**src/dbgab_consts.svh**
```systemverilog
// reset values for the debug abort discard block
`ifndef DBGAB_CONSTS_SVH
`define DBGAB_CONSTS_SVH

`define DBGAB_HALTED_RST      1'b0
`define DBGAB_DISCARD_RST     1'b0
`define DBGAB_ABORT_SEEN_RST  1'b0
`define DBGAB_PENDING_RST     1'b0

`endif

```
**src/dbgab_pkg.sv**
```systemverilog
// types for the debug abort discard block
`default_nettype none
package dbgab_pkg;

    typedef enum logic [1:0] {
        DBGAB_RUN,
        DBGAB_DRAIN,
        DBGAB_HALT
    } dbgab_state_t;

    // status bits as seen in the debug status and control register
    typedef struct packed {
        logic halted;
        logic discard;
        logic abort_seen;
        logic abort_pending;
    } dbgab_status_t;

    // requests from the core and the debugger, all on sys_clk
    typedef struct packed {
        logic halt_req;
        logic exit_req;
        logic abort_evt;
        logic abort_outstanding;
        logic abort_taken;
        logic dbg_ack;
        logic flag_clr;
    } dbgab_req_t;

endpackage : dbgab_pkg
`default_nettype wire

```
**src/dbgab_discard.sv**
```systemverilog
// debug halt entry and asynchronous data abort discard logic
// How it works
// - while discard is set, an asynchronous abort takes no exception and only sets the sticky abort-seen flag.
// - halt entry completes only once no asynchronous abort can still be outstanding.
// - discard is set in the very cycle the core enters debug halt state.
// - the debug acknowledge bit alone never sets discard outside debug halt state.
// - an abort recognized while discard is clear is made pending until the core takes it.
`timescale 1ns/1ps
`default_nettype none
`include "dbgab_consts.svh"

module dbgab_discard (
    input  wire logic                    sys_clk,
    input  wire logic                    rst_n,
    input  wire dbgab_pkg::dbgab_req_t   req,
    output var  dbgab_pkg::dbgab_status_t status
);

    // ----------------------------------------------------------------
    // halt state machine
    // ----------------------------------------------------------------
    dbgab_pkg::dbgab_state_t state_q;
    dbgab_pkg::dbgab_state_t state_d;

    // one decode feeds both status bits so they can never disagree
    function automatic logic dbgab_is_halt(input dbgab_pkg::dbgab_state_t s);
        return (s == dbgab_pkg::DBGAB_HALT);
    endfunction : dbgab_is_halt

    always_comb begin
        state_d = state_q;
        unique case (state_q)
            dbgab_pkg::DBGAB_RUN: begin
                // halt_req outside run is dropped; the core holds it as a level if it still wants halt
                if (req.halt_req) begin
                    state_d = dbgab_pkg::DBGAB_DRAIN;
                end
            end
            dbgab_pkg::DBGAB_DRAIN: begin
                // wait out stores whose error answer may still come back
                if (!req.abort_outstanding) begin
                    state_d = dbgab_pkg::DBGAB_HALT;
                end
            end
            dbgab_pkg::DBGAB_HALT: begin
                if (req.exit_req) begin
                    state_d = dbgab_pkg::DBGAB_RUN;
                end
            end
        endcase
    end

    always_ff @(posedge sys_clk or negedge rst_n) begin
        if (!rst_n) begin
            state_q <= dbgab_pkg::DBGAB_RUN;
        end else begin
            state_q <= state_d;
        end
    end

    // ----------------------------------------------------------------
    // status bits
    // ----------------------------------------------------------------
    logic halted_q;
    logic halted_d;
    logic discard_q;
    logic discard_d;
    logic abort_seen_q;
    logic abort_seen_d;
    logic pending_q;
    logic pending_d;

    always_comb begin
        halted_d = dbgab_is_halt(state_d);
        // derived from halt state only; the acknowledge bit plays no part
        // a copy of halted rather than a flop with its own set path, so no other input can reach it
        discard_d = dbgab_is_halt(state_d);
        // the abort is judged against the discard value of this cycle
        abort_seen_d = abort_seen_q;
        if (req.flag_clr) begin
            abort_seen_d = 1'b0;
        end
        if (req.abort_evt && discard_q) begin
            abort_seen_d = 1'b1;
        end
        pending_d = pending_q;
        if (req.abort_taken) begin
            pending_d = 1'b0;
        end
        // set beats the take so a back to back abort is not lost
        if (req.abort_evt && !discard_q) begin
            pending_d = 1'b1;
        end
    end

    always_ff @(posedge sys_clk or negedge rst_n) begin
        if (!rst_n) begin
            halted_q     <= `DBGAB_HALTED_RST;
            discard_q    <= `DBGAB_DISCARD_RST;
            abort_seen_q <= `DBGAB_ABORT_SEEN_RST;
            pending_q    <= `DBGAB_PENDING_RST;
        end else begin
            halted_q     <= halted_d;
            discard_q    <= discard_d;
            abort_seen_q <= abort_seen_d;
            pending_q    <= pending_d;
        end
    end

    // debugger reads abort_seen before exit; nothing here enforces it
    always_comb begin
        status.halted        = halted_q;
        status.discard       = discard_q;
        status.abort_seen    = abort_seen_q;
        status.abort_pending = pending_q;
    end
endmodule : dbgab_discard
`default_nettype wire

```
**config.mk**
```make
export PLATFORM = sky130hd
export DESIGN_NAME = dbgab_discard
export DESIGN_NICKNAME = d
export VERILOG_FILES = /design/src/dbgab_pkg.sv /design/src/dbgab_discard.sv
export VERILOG_INCLUDE_DIRS = /design/src
export SDC_FILE = /design/constraint.sdc
export NUM_CORES = 1
export LEC_CHECK = 0
export ABC_AREA = 1
export ABC_CLOCK_PERIOD_IN_PS = 1900
export BUFFER_PORTS_ARGS = -buffer_cell sky130_fd_sc_hd__buf_2
export CORE_AREA = 2 2 39 41
export DETAILED_ROUTE_END_ITERATION = 10
export DIE_AREA = 0 0 41 43
export PLACE_DENSITY = 0.43
export SYNTH_ARGS = -nofsm -noshare
export SYNTH_HDL_FRONTEND = slang
export SYNTH_SLANG_ARGS = --single-unit
```
**constraint.sdc**
```tcl
create_clock -name sys_clk -period 1.9 [get_ports sys_clk]
set_clock_uncertainty 0.05 [all_clocks]
set_input_delay 0 -clock sys_clk [delete_from_list [all_inputs] [get_ports sys_clk]]
set_output_delay 0 -clock sys_clk [all_outputs]
set_load 0.03 [all_outputs]
```
==> results.tsv, run 1 <==
metric	value	unit
antenna_found_initial	0	
antenna_left	0	
cts.sinks	5	
grt_overflow_total	0	
cts_setup_buffers	0	
arrival	1.38	ns
worst_pin_slew	0.158	ns
drive_gt1_share	28.3	%
synth.most_common_cell	nand2_1	
viasPerCell	3.55	
crit_family	buffers and inverters	
synth.largest_area_cell	dfrtp_1	
dieArea	1760	um2
rsz0062_at_grt	no	
clk_pin_slew	0.05	ns
seq_area	125	um2
clock.fmax	793	MHz
dr.first_iter.drc_count	2	
ys_ff_latch	5	
hpwl	367	um
hold_path_class	in2async	
vdd_drop_max	252	uV
grt_util_all_layers	8.38	%
period_minus_slack	1.26	ns
crit_chain	o22ai_1 -> dlygate4sd3_1	
wl	519	um
synth_nets	48	
ys_warn_count	0	
use_met2	13.1	%
total_power	0.556	mW
yosysSeqAreaShare	43.7	%
grt_max_degree	6	
cts.path.max_buffers	2	
avgSynthCellArea	7.74	um2
multi_input_area	93.8	um2
synthesis.area	287	um2
insertedDiodeCount	0	
fin_crit_sh	66.3	%
yosys-top-cells-area	dfrtp_1 (44%), nand2_1 (14%), inv_1 (13%)	
worstSetupPathType	reg2reg	
fp.dieH	43	um
outcome	complete, no violations	
hold_violations	0	
cts_max_level	1	
synth_edf_count	0	
io_buffers	11	
final_nets	65	
grt.busiest_layer	met2	
critPathMaxFanout	4	
num_rows	14	
slew_headroom	89.4	%
postSynthCellCount	37	
core	1380	um2
drc	0	
r2r_slack	0.64	ns
syn2layout_area_growth	42.4	%
wire_per_inst	7.52	um
synth_top_area_share	43.7	%
fillers	160	
cp_slowest_stage_delay	0.57	ns
cellPowerDensity	1360	nW/um2
p_leak	0.245	nW
cts_buffers	3	
ios	13	
setup_violations	0	
placed_cells	60	
cts_root_buffer	clkbuf_4	
grt_util_met3	1.57	%
cts_tree	built	
startpoint_type	register	
end_kind	register	
gp_congestion	0.634	
vias	245	
start_util	20.7	%
maxCapViolations	0	
synth-main-ff-cell	dfrtp_1	
dr.pass1.iters	2	
final.setup.tns	0	ns
grt_first_pass_wirelength	910	um
synth.top_cells.by_count	nand2_1 (11), inv_1 (10), dfrtp_1 (5)	
synth.distinct_cells	9	
crit_buf_inv	1	
cpMaxStageDelayCell	dlygate4sd3_1	
grt_pass1_vias	234	
insertion_delay	0.24	ns
crit_required	2.02	ns
die-width	41	um
async_flop_share	100	%
grt_use_met1	7.52	%
final-max-slew-violation-count	0	
final-instance-count-excl-fill	69	
-- state kept, by name, summed over array words and instances, names as in the netlist --
name,flops
discard_q,1
pending_q,1
state_q,2
abort_seen_q,1
-- report_power, final --
| group | switching, mW | leakage, nW | internal [mW] | total (mW) |
|---|---|---|---|---|
| Clock | 0.0439 | 0.0150 | 0.0794 | 0.123 |
| Sequential | 0.0229 | 0.0642 | 0.145 | 0.168 |
| Combinational | 0.162 | 0.166 | 0.103 | 0.265 |
| Total | 0.229 | 0.245 | 0.327 | 0.556 |
-- area by class of cell --
class | instances | share of cell area [%]
flip-flops and latches | 5 | 30.7
clock buffers | 4 | 6.44
repair buffers | 16 | 25.8
well taps | 16 | 4.91
inverters | 10 | 9.20
multi-input cells | 18 | 23.0
-- layer usage --
metal  share of wire [%]  vias to the layer above
met5                   0                        -
met4                 1.9                        0
met3                 1.5                        2
met2                  60                        3
met1                  36                      105
li1                    -                      135
-- logic make-up after synthesis --
kind of cell / after synthesis / share of synthesized area, %
flops: 5 / 43.7
fa+ha+maj: 2 / 8.73
simple gates: 13 / 18.3
buf+inv: 14 / 23.6
compound gates: 3 / 5.68
-- per-stage QoR --
stage	hold slack (ns)	setup WS [ns]	utilization, %	instance area, um2
after CTS	0.0501	0.643	29.5	408
after global routing	0.0690	0.519	29.5	408
final	0.0475	0.639	29.5	408
after global placement	-0.226	0.653	24.0	332
after floorplan	-0.346	0.747	-	287
after detailed placement	-0.230	0.667	24.0	332
-- cells in the final DEF (no fill, tap or decap) --
cell and n:
nand2_1 11, clkbuf_4 3, clkbuf_1 1, o22ai_1 1
buf_2 11, nor2_2 1, inv_1 10, dlygate4sd3_1 5
nand3_1 1, ha_1 2, o21ai_0 2, dfrtp_1 5
-- worst reg2reg max path, delay by kind of cell (launching register included) --
| kind | cells | cell delay (ns) |
|---|---|---|
| DFF | 1 | 0.39 |
| AOI/OAI and AO/OA | 1 | 0.18 |
| buffers and inverters | 1 | 0.57 |
-- final timing paths --
| check | from | to | cells past startpoint |
|---|---|---|---|
| worst max register to register | discard_q | pending_q | 2 |
| worst min-delay path | rst_n | state_q[0] | 2 |
| max in group asynchronous | rst_n | discard_q | 2 |
| worst max-delay path | discard_q | pending_q | 2 |
| min in group sys_clk | req[6] | state_q[0] | 5 |
| worst min register to register | state_q[0] | state_q[0] | 4 |
-- what timing repair did --
item | CTS | global route
hold endpoints to repair | 7 | 0
hold buffers | 5 | 0
gates resized for setup | 0 | 0
Note: power is estimated with default switching activity, not from simulation.
==> run 2: changes to the inputs <==
--- a/config.mk
+++ b/config.mk
@@ -7,7 +7,7 @@
 export NUM_CORES = 1
 export LEC_CHECK = 0
 export ABC_AREA = 1
-export ABC_CLOCK_PERIOD_IN_PS = 1900
+export ABC_CLOCK_PERIOD_IN_PS = 1290
 export BUFFER_PORTS_ARGS = -buffer_cell sky130_fd_sc_hd__buf_2
 export CORE_AREA = 2 2 39 41
 export DETAILED_ROUTE_END_ITERATION = 10
==> constraint.sdc (replaced) <==
create_clock -name sys_clk -period 1.29 [get_ports sys_clk]
set_clock_uncertainty 0.05 [all_clocks]
set_input_delay 0 -clock sys_clk [delete_from_list [all_inputs] [get_ports sys_clk]]
set_output_delay 0 -clock sys_clk [all_outputs]
set_load 0.03 [all_outputs]
==> run 2 against run 1 <==
Largest cell class unchanged. Core utilization grew 1.2 points. Fmax grew 1.9%. First-iteration DRC count shrank 50%. Sequential share of layout area shrank 1.2 points. Critical path type unchanged. The flow now finishes with violations (hold timing). Count of clock-buffer cells in the layout is the same. Non-clock buffer count is the same.
==> results.tsv, run 2 (synthesized netlist as in run 1, its figures left out) <==
metric	value	unit
die-width	41	um
viasPerCell	3.75	
power_frac_seq	29.9	%
final.setup.tns	0	ns
insertion_delay	0.24	ns
grt_max_degree	6	
outcome	finished, violations left	
dieArea	1760	um2
cts_root_buffer	clkbuf_4	
grt_overflow_total	0	
setup_violations	0	
multi_input_area	113	um2
maxCapViolations	0	
clock.fmax	809	MHz
cpMaxStageDelayCell	dlygate4sd3_1	
hold_slack	-0.0566	ns
largest_reg_flops	2	
regMostFlops	state_q	
worstSetupPathType	reg2reg	
p_switching	0.359	mW
cellPowerDensity	2030	nW/um2
fp.dieH	43	um
core	1380	um2
worst_pin_slew	0.185	ns
total_power	0.861	mW
grt_pass1_vias	244	
placed_cells	60	
rsz0062_at_grt	no	
wire_per_inst	8.03	um
arrival	1.36	ns
io_buffers	11	
cts_tree	built	
dr.pass1.iters	2	
slew_headroom	87.7	%
cts_max_level	1	
crit_chain	o22ai_2 -> dlygate4sd3_1	
syn2layout_area_growth	48.0	%
drive_gt1_share	35.8	%
grt_first_pass_wirelength	883	um
fin_crit_sh	95.9	%
p_clk_share	20.6	%
p_sw_share	41.7	%
crit_buf_inv	1	
cts.path.max_buffers	2	
wl	554	um
grt_util_all_layers	7.96	%
vdd_drop_max	404	uV
hold_path_class	in2reg	
hold_violations	1	
crit_family	buffers and inverters	
final_cell_mix	nand2_1 (11), buf_2 (11), inv_1 (9)	
num_rows	14	
final-instance-count-excl-fill	69	
fillers	160	
r2r_slack	0.05	ns
clk_pin_slew	0.04	ns
cts.sinks	5	
internal_power	0.502	mW
vias	259	
insertedDiodeCount	0	
cp_slowest_stage_delay	0.56	ns
end_kind	register	
final_nets	65	
dr.first_iter.drc_count	1	
start_util	20.7	%
cts_buffers	3	
final-max-slew-violation-count	0	
antenna_left	0	
hpwl	376	um
crit_required	1.41	ns
startpoint_type	register	
pwr-share-comb	49.5	%
drc	0	
p_leak	0.247	nW
violations	hold timing	
antenna_found_initial	0	
seq_area	125	um2
period_minus_slack	1.24	ns
gp_congestion	0.615	
ios	13	
critPathMaxFanout	3	
## run 2: cell count changes in the layout (fill, tap and decap cells not counted)
cell	delta
buf_4	+1
dlygate4sd3_1	-1
ha_1	-1
ha_4	+1
inv_1	-1
inv_2	+1
o21ai_0	-1
o21ai_1	+1
o22ai_1	-1
o22ai_2	+1
## run 2: per-layer routing
| metal | vias up | GRT usage [%] | wire length, um |
|---|---|---|---|
| met3 | 2 | 1.57 | 10 |
| met2 | 3 | 11.6 | 332 |
| met4 | 0 | 10.0 | 10 |
| li1 | 135 | - | - |
| met5 | - | 0 | 0 |
| met1 | 119 | 7.82 | 202 |
## run 2: cell type report
class / count / share of cell area, %
Multi-Input combinational cell: 18 / 26.5
Clock buffer: 4 / 6.19
Tap cell: 16 / 4.72
Inverter: 10 / 8.85
Sequential cell: 5 / 29.5
Timing Repair Buffer: 16 / 24.2
## run 2: worst paths after layout
check	from	to	cells after the start
max	discard_q	pending_q	2
min	req[4]	abort_seen_q	3
max reg2reg	discard_q	pending_q	2
min reg2reg	abort_seen_q	abort_seen_q	2
max in group asynchronous	rst_n	discard_q	2
min in group asynchronous	rst_n	state_q[0]	2
## run 2: per-stage QoR
stage	utilization, %	worst slack [ns]	hold WS, ns	area [um2]
after global placement	24.0	0.0382	-0.229	332
after detailed placement	24.0	0.0564	-0.228	332
final	30.7	0.0533	-0.0566	424
after floorplan	-	0.137	-0.346	287
after global routing	30.7	0.000875	0.00489	424
after CTS	29.5	0.0323	0.0475	408
## run 2: repair_timing
item,4_1_cts,5_1_grt
endpoints found under the hold margin,7,0
setup endpoints to repair,0,4
gates resized for setup,0,4
setup buffers,0,1
hold buffers,5,0
## run 2: power groups by stage
stage	Sequential (mW)	Combinational, mW	Clock (mW)
3_3_place_gp	0.252	0.367	0
6_report	0.257	0.426	0.178
5_1_grt	0.265	0.486	0.202
2_1_floorplan	0.244	0.335	0
4_1_cts	0.248	0.398	0.189
3_5_place_dp	0.251	0.363	0
## run 2: worst reg2reg max path, cell delays in order, from the launching register on
cell,delay (ns)
dfrtp_1,0.40
o22ai_2,0.16
dlygate4sd3_1,0.56
==> run 3: changes to the inputs <==
--- a/config.mk
+++ b/config.mk
@@ -7,12 +7,12 @@
 export NUM_CORES = 1
 export LEC_CHECK = 0
 export ABC_AREA = 1
-export ABC_CLOCK_PERIOD_IN_PS = 1290
+export ABC_CLOCK_PERIOD_IN_PS = 1000
 export BUFFER_PORTS_ARGS = -buffer_cell sky130_fd_sc_hd__buf_2
 export CORE_AREA = 2 2 39 41
 export DETAILED_ROUTE_END_ITERATION = 10
 export DIE_AREA = 0 0 41 43
-export PLACE_DENSITY = 0.43
+export PLACE_DENSITY = 0.44
 export SYNTH_ARGS = -nofsm -noshare
 export SYNTH_HDL_FRONTEND = slang
 export SYNTH_SLANG_ARGS = --single-unit
==> constraint.sdc (replaced) <==
create_clock -name sys_clk -period 1 [get_ports sys_clk]
set_clock_uncertainty 0.05 [all_clocks]
set_input_delay 0 -clock sys_clk [delete_from_list [all_inputs] [get_ports sys_clk]]
set_output_delay 0 -clock sys_clk [all_outputs]
set_load 0.03 [all_outputs]
==> run 3 against run 2 <==
The flow finishes with violations (setup timing). Critical path type unchanged. Sequential share of layout area down 1.6 points. Power up 42%. Register-to-register slack worse by 0.21 ns.
==> results.tsv, run 3 (synthesized netlist as in run 1, its figures left out) <==
metric	value	unit
crit_buf_inv	1	
cts_tree	built	
ios	13	
grt_util_all_layers	8.58	%
hold_path_class	in2async	
placed_cells	61	
maxCapViolations	0	
start_util	20.7	%
largest_reg_flops	2	
grt_first_pass_wirelength	924	um
dr.pass1.iters	3	
cts.path.max_buffers	2	
core	1380	um2
wl	547	um
insertedDiodeCount	0	
viasPerCell	3.72	
fin_crit_sh	116	%
cp_slowest_stage_delay	0.42	ns
cts_buffers	3	
dr.first_iter.drc_count	4	
antenna_found_initial	0	
violations	setup timing	
drive_gt1_share	47.3	%
final-max-slew-violation-count	0	
hold_slack	0.0482	ns
final_cell_mix	buf_2 (11), nand2_1 (8), inv_1 (7)	
syn2layout_area_growth	56.8	%
arrival	1.25	ns
worst_pin_slew	0.152	ns
antenna_left	0	
fp.dieH	43	um
crit_chain	ha_4 -> nand2_2 -> nand2_2 -> o21ai_2 -> nand2_2 -> inv_1	
setup_violations	3	
rsz0062_at_grt	yes	
crit_family	flip-flops	
die-width	41	um
hpwl	447	um
cts.sinks	5	
vdd_drop_max	780	uV
cts_root_buffer	clkbuf_4	
p_leak	0.251	nW
slew_headroom	89.8	%
outcome	finished, violations left	
clk_pin_slew	0.04	ns
cts_max_level	1	
gp_congestion	0.586	
crit_required	1.09	ns
clock.fmax	863	MHz
regMostFlops	state_q	
setup_ws	-0.159	ns
cellPowerDensity	2710	nW/um2
final_common_cell	buf_2	
fillers	153	
dieArea	1760	um2
hold_violations	0	
cpMaxStageDelayCell	dfrtp_1	
critPathMaxFanout	3	
wire_per_inst	7.70	um
num_rows	14	
io_buffers	11	
final_nets	67	
drc	0	
cp_common_cell	nand2_2	
end_kind	register	
grt_max_degree	6	
insertion_delay	0.24	ns
final-instance-count-excl-fill	71	
dp_worst_setup_slack	-0.183	ns
worstSetupPathType	reg2reg	
period_minus_slack	1.16	ns
grt_overflow_total	0	
startpoint_type	register	
grt_pass1_vias	249	
vias	264	
run 3: repair_timing:
action | 4_1_cts | 5_1_grt
hold buffers | 5 | 0
endpoints found under the hold margin | 8 | 0
buffers inserted | 1 | 0
pin swaps | 2 | 2
endpoints found under the setup margin | 3 | 3
resized for setup | 2 | 3
run 3: cell type report:
type,instances,area [um2],area share (%)
inverters,10,37.5,8.36
flip-flops and latches,5,125,27.9
repair buffers,18,120,26.7
multi-input cells,18,120,26.7
well taps,16,20.0,4.46
clock buffers,4,26.3,5.85
run 3: path summary, 6_finish.rpt:
path	depth (start not counted)	start	slack [ns]	endpoint
setup / recovery	6	state_q[1]	-0.16	state_q[1]
hold / removal	2	rst_n	0.05	state_q[1]
min in group sys_clk	5	req[6]	0.05	state_q[0]
max in group asynchronous	2	rst_n	0.72	state_q[0]
hold reg to reg	1	discard_q	0.45	pending_q
setup reg to reg	6	state_q[1]	-0.16	state_q[1]
run 3: worst register-to-register path, cell delays in order (launching register included):
cell     delay (ns)
dfrtp_1        0.42
ha_4           0.30
nand2_2        0.06
nand2_2        0.06
o21ai_2        0.05
nand2_2        0.08
inv_1          0.04
run 3: metal layers:
| layer | up-vias | global-route usage (%) | routed length [um] |
|---|---|---|---|
| met3 | 0 | 9.42 | 67 |
| met4 | 0 | 4.00 | 0 |
| li1 | 139 | - | - |
| met2 | 9 | 10.6 | 251 |
| met5 | - | 0 | 0 |
| met1 | 116 | 8.82 | 228 |
run 3: per-stage QoR:
step,power (mW),TNS [ns],utilization (%),cell area [um2]
2_1_floorplan,0.816,-0.271,-,302
3_3_place_gp,0.897,-0.457,25.6,354
3_5_place_dp,0.903,-0.443,25.6,354
4_1_cts,1.21,-0.415,31.8,440
5_1_grt,1.35,-0.608,32.5,449
6_report,1.22,-0.411,32.5,449
run 3: report_power, final:
group | switching, mW | internal (mW) | total (mW)
Clock | 0.0827 | 0.151 | 0.234
Combinational | 0.379 | 0.277 | 0.657
Sequential | 0.0529 | 0.275 | 0.328
